==> src/hdl/inrush_params.svh <==
// Timing, range and default constants for the inrush blocking controller
`ifndef INRUSH_PARAMS_SVH
`define INRUSH_PARAMS_SVH

// -----------------------------------------------------------------
// Time base
// -----------------------------------------------------------------
`define IR_SECOND_NS     1000000000
`define IR_CLK_PERIOD_NS 100
`define IR_SEC_CYCLES    (`IR_SECOND_NS / `IR_CLK_PERIOD_NS)
`define IR_SEC_LAST      6'h3B
`define IR_PRESC_W       24

// -----------------------------------------------------------------
// Setting ranges and defaults
// -----------------------------------------------------------------
`define IR_TIME_MIN       10'h001
`define IR_TIME_MAX       10'h3E8
`define IR_OUTAGE_DEFAULT 10'h064
`define IR_BLOCK_DEFAULT  10'h005
`define IR_PCT_MAX        7'h64
`define IR_PCT_BASE       8'h64
`define IR_GROUP_ACTIVE   3'h0
`define IR_GROUP_LAST     3'h4
`define IR_TIMER_ONE      11'h001

`endif

==> src/hdl/inrush_pkg.sv <==
// Types shared by the inrush blocking controller and its pickup scaler
package inrush_pkg;

	typedef enum logic [1:0]
	{
		FN_DISABLED = 2'h0,
		FN_ALARM    = 2'h1,
		FN_LATCHED  = 2'h2,
		FN_CONTROL  = 2'h3
	} function_t;

	typedef enum logic [3:0]
	{
		CL_IDLE    = 4'h1,
		CL_OUTAGE  = 4'h2,
		CL_COLD    = 4'h4,
		CL_RESTORE = 4'h8
	} cl_state_t;

	// Element order: phase, neutral, ground, sensitive earth, negative sequence
	typedef struct packed
	{
		function_t       fn;
		logic [4:0]      relays;        // bit 0 is auxiliary relay 3
		logic [9:0]      block_time;    // seconds
		logic [4:0]      inst_block_en;
		logic [4:0][6:0] raise_pct;
		logic [2:0]      group_sel;     // 0 keeps active group, 1..4 group
	} scheme_cfg_t;

	typedef struct packed
	{
		logic [2:0] low;    // phase below 5 percent of nominal
		logic [2:0] high;   // phase above 10 percent of nominal
	} phase_level_t;

	typedef struct packed
	{
		logic [16:0] pickup;
	} scale_state_t;

	typedef struct packed
	{
		logic [1:0]      sync1;
		logic [1:0]      sync2;
		logic            mc_prev;
		logic [23:0]     presc;
		logic            tick;
		cl_state_t       cl_state;
		logic [5:0]      out_sec;
		logic [9:0]      out_min;
		logic [10:0]     cl_sec;
		logic [10:0]     mc_sec;
		logic [1:0]      latch;
		logic [4:0]      inst_block;
		logic [1:0]      group;
		logic [4:0]      relays;
		logic            alarm;
		logic            mc_blk;
		logic            cl_on;
		logic [4:0][6:0] raise;
	} core_state_t;

endpackage

==> src/hdl/pickup_scale.sv <==
// Raised pickup level for one time overcurrent element
`timescale 1ns/1ps
`include "inrush_params.svh"

module pickup_scale
(
	input  wire logic        clock_in,    // System clock
	input  wire logic        rstn_in,     // Synchronous reset, active low
	input  wire logic [15:0] base_in,     // Base pickup level
	input  wire logic [6:0]  raise_in,    // Raise percentage, 0 to 100
	output logic      [16:0] pickup_out   // Effective pickup level
);

	inrush_pkg::scale_state_t q;
	inrush_pkg::scale_state_t d;
	logic [7:0]               factor;
	logic [23:0]              product;
	logic [23:0]              quotient;

	always_comb
	begin
		factor   = `IR_PCT_BASE + {1'b0, raise_in};
		product  = {8'h00, base_in} * {16'h0000, factor};
		quotient = product / {16'h0000, `IR_PCT_BASE};
		d        = q;
		d.pickup = quotient[16:0];
	end

	always_ff @(posedge clock_in)
	begin
		if (!rstn_in)
			q <= '0;
		else
			q <= d;
	end

	assign pickup_out = q.pickup;
endmodule

==> src/hdl/inrush_block.sv <==
// Manual close and cold load blocking of overcurrent elements
`timescale 1ns/1ps
`include "inrush_params.svh"

module inrush_block
#(
	parameter logic [23:0] SEC_CYCLES = 24'(`IR_SEC_CYCLES)
)
(
	input  wire logic                     clock_in,               // System clock
	input  wire logic                     rstn_in,                // Sync reset, low
	input  wire logic                     manual_close_pin_in,    // Manual close input
	input  wire logic                     cold_load_pin_in,       // Cold load logic input
	input  wire logic                     alarm_reset_in,         // Clears latched alarm
	input  wire inrush_pkg::phase_level_t phase_level_in,         // Current comparisons
	input  wire inrush_pkg::scheme_cfg_t  mc_cfg_in,              // Manual close setup
	input  wire inrush_pkg::scheme_cfg_t  cl_cfg_in,              // Cold load setup
	input  wire logic [9:0]               outage_delay_setting_in, // Minutes
	input  wire logic [1:0]               active_group_in,        // Current group
	input  wire logic [4:0][15:0]         base_pickup_in,         // Time OC pickups
	output logic      [4:0]               inst_block_out,         // Instant OC inhibit
	output logic      [4:0][16:0]         pickup_out,             // Effective pickups
	output logic      [1:0]               group_out,              // Group to use
	output logic      [4:0]               aux_relay_out,          // Relays 3..7
	output logic                          alarm_out,              // Alarm indication
	output logic                          mc_blocking_out,        // Manual close blocking
	output logic                          cold_load_out           // Cold load active
);

	// -----------------------------------------------------------------
	// Decoding helpers
	// -----------------------------------------------------------------
	function automatic logic blocks(inrush_pkg::function_t fn, logic act);
		return act && (fn == inrush_pkg::FN_CONTROL);
	endfunction

	function automatic logic [9:0] sane_time(logic [9:0] v, logic [9:0] dflt);
		return (v < `IR_TIME_MIN || v > `IR_TIME_MAX) ? dflt : v;
	endfunction

	function automatic logic [6:0] sane_pct(logic [6:0] v);
		return (v > `IR_PCT_MAX) ? `IR_PCT_MAX : v;
	endfunction

	function automatic logic group_valid(logic [2:0] sel);
		return (sel != `IR_GROUP_ACTIVE) && (sel <= `IR_GROUP_LAST);
	endfunction

	inrush_pkg::core_state_t q;
	inrush_pkg::core_state_t d;
	logic                    all_low;
	logic                    any_high;
	logic                    mc_edge;
	logic                    force_cold;
	logic                    mc_act;
	logic                    cl_act;
	logic                    mc_blk;
	logic                    cl_blk;
	logic [9:0]              delay_min;
	logic [6:0]              mc_pct;
	logic [6:0]              cl_pct;

	// -----------------------------------------------------------------
	// Next state
	// -----------------------------------------------------------------
	always_comb
	begin
		d         = q;
		all_low   = &phase_level_in.low;
		any_high  = |phase_level_in.high;
		mc_edge   = q.sync2[0] && !q.mc_prev;
		force_cold = q.sync2[1];
		delay_min = sane_time(outage_delay_setting_in, `IR_OUTAGE_DEFAULT);
		mc_act    = q.mc_sec != 11'h000;
		cl_act    = (q.cl_state == inrush_pkg::CL_COLD) || (q.cl_state == inrush_pkg::CL_RESTORE);
		mc_blk    = blocks(mc_cfg_in.fn, mc_act);
		cl_blk    = blocks(cl_cfg_in.fn, cl_act);
		mc_pct    = 7'h00;
		cl_pct    = 7'h00;

		d.sync1   = {cold_load_pin_in, manual_close_pin_in};
		d.sync2   = q.sync1;
		d.mc_prev = q.sync2[0];

		// Shared prescaler: a timer may lose up to one second, so timers load one extra
		if (q.presc >= SEC_CYCLES - 24'h000001)
		begin
			d.presc = '0;
			d.tick  = 1'b1;
		end
		else
		begin
			d.presc = q.presc + 24'h000001;
			d.tick  = 1'b0;
		end

		if (mc_cfg_in.fn == inrush_pkg::FN_DISABLED)
			d.mc_sec = '0;
		else if (mc_edge)
			d.mc_sec = {1'b0, sane_time(mc_cfg_in.block_time, `IR_BLOCK_DEFAULT)} + `IR_TIMER_ONE;
		else if (q.tick && mc_act)
			d.mc_sec = q.mc_sec - `IR_TIMER_ONE;

		case (q.cl_state)
			inrush_pkg::CL_IDLE:
			begin
				if (all_low)
				begin
					d.cl_state = inrush_pkg::CL_OUTAGE;
					d.out_sec  = '0;
					d.out_min  = '0;
				end
			end
			inrush_pkg::CL_OUTAGE:
			begin
				if (!all_low)
					d.cl_state = inrush_pkg::CL_IDLE;
				else if (q.tick)
				begin
					if (q.out_min == delay_min)
						d.cl_state = inrush_pkg::CL_COLD;
					else if (q.out_sec == `IR_SEC_LAST)
					begin
						d.out_sec = '0;
						d.out_min = q.out_min + 10'h001;
					end
					else
						d.out_sec = q.out_sec + 6'h01;
				end
			end
			inrush_pkg::CL_COLD:
			begin
				if (any_high)
				begin
					d.cl_state = inrush_pkg::CL_RESTORE;
					d.cl_sec   = {1'b0, sane_time(cl_cfg_in.block_time, `IR_BLOCK_DEFAULT)}
						+ `IR_TIMER_ONE;
				end
			end
			inrush_pkg::CL_RESTORE:
			begin
				if (q.tick)
				begin
					d.cl_sec = q.cl_sec - `IR_TIMER_ONE;
					if (q.cl_sec <= `IR_TIMER_ONE)
						d.cl_state = inrush_pkg::CL_IDLE;
				end
			end
			default:
			begin
				d.cl_state = inrush_pkg::CL_IDLE;
			end
		endcase

		if (force_cold)
			d.cl_state = inrush_pkg::CL_COLD;
		if (cl_cfg_in.fn == inrush_pkg::FN_DISABLED)
		begin
			d.cl_state = inrush_pkg::CL_IDLE;
			d.cl_sec   = '0;
		end

		// Union of both schemes' enables
		d.inst_block = (mc_blk ? mc_cfg_in.inst_block_en : 5'h00)
			| (cl_blk ? cl_cfg_in.inst_block_en : 5'h00);
		for (int i = 0; i < 5; i++)
		begin
			mc_pct     = mc_blk ? sane_pct(mc_cfg_in.raise_pct[i]) : 7'h00;
			cl_pct     = cl_blk ? sane_pct(cl_cfg_in.raise_pct[i]) : 7'h00;
			d.raise[i] = (mc_pct > cl_pct) ? mc_pct : cl_pct;
		end

		// Manual close group wins when both pick one
		if (mc_blk && group_valid(mc_cfg_in.group_sel))
			d.group = 2'(mc_cfg_in.group_sel - 3'h1);
		else if (cl_blk && group_valid(cl_cfg_in.group_sel))
			d.group = 2'(cl_cfg_in.group_sel - 3'h1);
		else
			d.group = active_group_in;

		d.relays = ((mc_act && mc_cfg_in.fn != inrush_pkg::FN_DISABLED) ? mc_cfg_in.relays : 5'h00)
			| ((cl_act && cl_cfg_in.fn != inrush_pkg::FN_DISABLED) ? cl_cfg_in.relays : 5'h00);

		// Set beats reset request in the same cycle
		d.latch[0] = (mc_act && mc_cfg_in.fn == inrush_pkg::FN_LATCHED)
			|| (q.latch[0] && !alarm_reset_in);
		d.latch[1] = (cl_act && cl_cfg_in.fn == inrush_pkg::FN_LATCHED)
			|| (q.latch[1] && !alarm_reset_in);
		d.alarm = (|d.latch) || (mc_act && mc_cfg_in.fn == inrush_pkg::FN_ALARM)
			|| (cl_act && cl_cfg_in.fn == inrush_pkg::FN_ALARM);

		d.mc_blk = mc_blk;
		d.cl_on  = cl_act;
	end

	always_ff @(posedge clock_in)
	begin
		if (!rstn_in)
		begin
			q          <= '0;
			q.cl_state <= inrush_pkg::CL_IDLE;
		end
		else
			q <= d;
	end

	// -----------------------------------------------------------------
	// Pickup scaling per time element
	// -----------------------------------------------------------------
	generate
		for (genvar g = 0; g < 5; g++)
		begin : g_scale
			pickup_scale u_scale
			(
				.clock_in   (clock_in),
				.rstn_in    (rstn_in),
				.base_in    (base_pickup_in[g]),
				.raise_in   (q.raise[g]),
				.pickup_out (pickup_out[g])
			);
		end
	endgenerate

	assign inst_block_out  = q.inst_block;
	assign group_out       = q.group;
	assign aux_relay_out   = q.relays;
	assign alarm_out       = q.alarm;
	assign mc_blocking_out = q.mc_blk;
	assign cold_load_out   = q.cl_on;
endmodule

==> config.mk <==
export PLATFORM = sky130hd
export DESIGN_NAME = inrush_block
export DESIGN_NICKNAME = d
export VERILOG_FILES = /design/src/hdl/inrush_pkg.sv /design/src/hdl/pickup_scale.sv /design/src/hdl/inrush_block.sv
export VERILOG_INCLUDE_DIRS = /design/src /design/src/hdl
export SDC_FILE = /design/constraint.sdc
export NUM_CORES = 2
export LEC_CHECK = 0
export BUFFER_PORTS_ARGS = -buffer_cell sky130_fd_sc_hd__buf_2
export CAP_MARGIN = 5
export CORE_ASPECT_RATIO = 1.5
export CORE_UTILIZATION = 70
export CTS_CLUSTER_SIZE = 28
export DETAILED_ROUTE_END_ITERATION = 16
export PLACE_DENSITY = 0.95
export SYNTH_ARGS = -nofsm -noshare
export SYNTH_HDL_FRONTEND = slang
export SYNTH_HIERARCHICAL = 1
export SYNTH_SLANG_ARGS = --single-unit
export TNS_END_PERCENT = 1
==> constraint.sdc <==
create_clock -name clock_in -period 35.1 [get_ports clock_in]
set_input_delay 7.02 -clock clock_in [delete_from_list [all_inputs] [get_ports clock_in]]
set_output_delay 7.02 -clock clock_in [all_outputs]
set_load 0.01 [all_outputs]
==> qor.csv <==
stage;metric;value;unit
worst_setup_path;Setup crit start;base_pickup_in[20];
floorplanning;starting density of the core;70.90;%
clock_network;H-Tree Depth;1;
route;Met2 Wirelength;77.16;mm
clock_network;CTS Hold Bufs;0;
logic_synthesis;Post-synth top cells;nand2_1, inv_1, nor2_1, fa_1, and2_1;
worst_setup_path;largest stage delay on the critical path;0.84;ns
logic_synthesis;top-count cell post-synth;nand2_1;
global_route;grt total ovfl;0;
logic_synthesis;top_reg_cell synth;dfxtp_1;
global_route;vias in the first global route;53560;
worst_setup_path;FF-to-FF setup slack;17.10;ns
layout;Sequential Area;4184;um^2
sta;Max Clk Rate;0.04356;GHz
route;Post-route DRC;0;
sta;minimum clock period;22.96;ns
global_route;global-route wire length before repair;254.4;mm
floorplanning;height of the die;334.3;um
global_route;largest net degree at the start of global routing;38;
logic_synthesis;Cells after Synth;6685;
clock_network;clk buf depth;3;
worst_setup_path;crit path capture;g_scale[1].u_scale/pickup_out[0]$_SDFF_PN0_;
sta;RSZ-0062 raised after global routing;false;
sta;final setup fails;0;
logic_synthesis;register bit total from synthesis;209;
layout;Multi-input gate area;43520;um^2
clock_network;Num CTS Buffers;26;
global_route;initial antenna violation count;30;
clock_network;CTS tree;done;
worst_setup_path;worst-path maximum fanout;15;
status;run status;complete, no violations;
clock_network;clock root cell;clkbuf_16;
sta;Worst Max-Slew Pin Slew;1.336;ns
worst_setup_path;worst reg2reg path depth;51;
worst_setup_path;CP Capture Type;register;
worst_setup_path;Reg-to-Reg Start;q[16]$_SDFF_PN0_;
layout;area grow syn2layout;4.723;%
worst_setup_path;Worst Path Arrival;23.47;ns
global_route;Total Routing Usage GR;40.70;%
route;vias post-DR;53690;
route;routed len/inst;20.08;um
logic_synthesis;Post-Syn Nets;7599;
worst_setup_path;Worst Path Required;35.61;ns
logic_synthesis;Cell variety after synth;150;
clock_network;Clock Pin Slew Worst Setup and Hold Paths;0.07;ns
place;gp weighted congestion;1.048;
place;Port-buffer cells;322;
worst_setup_path;critical path type;in -> reg;
sta;max-slew violation count;0;
sta;Final Hold Vio Count;0;
route;drt total wl;155.7;mm
route;met1 WL;54.46;mm
route;First-pass DRT Iterations;7;
floorplanning;core area;72670;um^2
sta;Max-slew headroom;10.31;%
route;WL met3;13.89;mm
logic_synthesis;sequential-to-total area share from yosys stat;8.121;%
floorplanning;die area;74710;um^2
clock_network;clock latency on the worst-skew pair;0.63;ns
sta;skew final;0.02641;ns
hold_path;Hold/Removal Path Class;reg -> reg;
layout;# fillers;5385;
logic_synthesis;largest area contributor in the synthesized netlist;fa_1;
clock_network;clk sinks;209;
floorplanning;Die X;223.5;um
place;Detail Placement HPWL;121.8;mm
worst_setup_path;slowest CP cell;a2111oi_0;
floorplanning;I/O pins;323;
flow_run;maxcap violations;0;
sta;Fin Setup TNS;0;ns
layout;ratio of cells with drive above 1 in the final layout;11.11;%
logic_synthesis;Async SR Flop Fraction;0;%
floorplanning;Site Rows;121;
route;vias per cell;6.923;
clock_network;post-CTS resize count;0;
logic_synthesis;mean post-synth cell area;7.707;um^2
route;DR iter-0 viols;4845;
route;antenna-violating nets left;0;
sta;fin crit share;65.41;%
worst_setup_path;r2r endpoint;g_scale[2].u_scale/pickup_out[0]$_SDFF_PN0_;
logic_synthesis;Syn. warnings;6;
layout;final net count;7711;
logic_synthesis;main area contributors after synthesis;fa_1, dfxtp_1, ha_1;
logic_synthesis;Post-synth EDFFs;0;
clock_network;postcts setup bufs;0;
logic_synthesis;synthesized cell area;51520;um^2
route;DR top layer;met5;
worst_setup_path;startpoint types;primary input;
logic_synthesis;top-area cell type share of the netlist area;16.32;%
-- layer usage --
| layer | vias to the layer above | global-route usage, % |
|---|---|---|
| li1 | 24270 | - |
| met1 | 25400 | 43.53 |
| met2 | 3090 | 73.12 |
| met3 | 910 | 7.617 |
| met4 | 26 | 25.98 |
| met5 | - | 0 |
-- sequential cells by signal, summed over array words and instances (netlist names) --
name / flops
q: 105
g_scale.u_scale/pickup_out: 85
aux_relay_out: 5
inst_block_out: 5
d: 3
group_out: 2
alarm_out: 1
cold_load_out: 1
force_cold: 1
mc_blocking_out: 1
-- worst max-delay path: cells and delay by family --
family	cells	cell delay [ns]
adder cells (fa/ha/maj)	6	2.86
AND/OR/NAND/NOR	14	3.61
AO/OA/AOI/OAI	31	9.59
buffers and inverters	5	0.35
-- kinds of logic after synthesis --
family                     share of synthesized area, %
xor gates and xnor gates                          5.627
and+or+nand+nor                                   24.98
adders and majority gates                         23.42
AOI/OAI and AO/OA                                 27.55
muxes                                             2.871
buffers and inverters                             7.426
DFF                                               8.121
-- worst min path at each step --
stage / startpoint / depth (start not counted) / to
floorplan: d[120]$_SDFF_PN0_ / 1 / d[119]$_SDFF_PN0_
global placement: q[95]$_SDFF_PP0_ / 1 / q[95]$_SDFF_PP0_
detailed placement: d[120]$_SDFF_PN0_ / 1 / d[119]$_SDFF_PN0_
CTS: d[120]$_SDFF_PN0_ / 1 / d[119]$_SDFF_PN0_
global route: d[120]$_SDFF_PN0_ / 1 / d[119]$_SDFF_PN0_
finish: d[120]$_SDFF_PN0_ / 1 / d[119]$_SDFF_PN0_
-- final cells by class --
| class | instances | share of cell area [%] |
|---|---|---|
| Multi-Input combinational cell | 5587 | 80.66 |
| Timing Repair Buffer | 356 | 3.460 |
| Clock buffer | 33 | 1.310 |
| Tap cell | 922 | 2.138 |
| Sequential cell | 209 | 7.755 |
| Clock inverter | 14 | 0.3084 |
| Antenna cell | 17 | 0.07885 |
| Inverter | 617 | 4.292 |
-- placed cells by master, fill, tap and decap left out, types with 209 or more instances in the layout --
cell type and n:
buf_2 322, ha_1 271, and2_1 407, inv_1 616, nor2_1 461, nand2_1 655
a21oi_1 349, dfxtp_1 209, fa_1 420, o21ai_0 266, nand3_1 219
-- per-stage QoR --
stage | util, % | std cells | instance area (um^2) | hold slack (ns) | setup WS [ns]
after floorplan | - | 6685 | 51520 | 0.4119 | 13.98
after global placement | 72.97 | 7690 | 53020 | 0.4239 | 12.00
after detailed placement | 72.97 | 7690 | 53020 | 0.4269 | 11.82
after CTS | 74.17 | 7737 | 53900 | 0.4520 | 12.44
after global routing | 74.21 | 7745 | 53930 | 0.4772 | 10.98
final | 74.25 | 7755 | 53950 | 0.4497 | 12.14
Power is not shown: default switching activity piles up to over one toggle a cycle in this logic, so the estimate is an artifact.
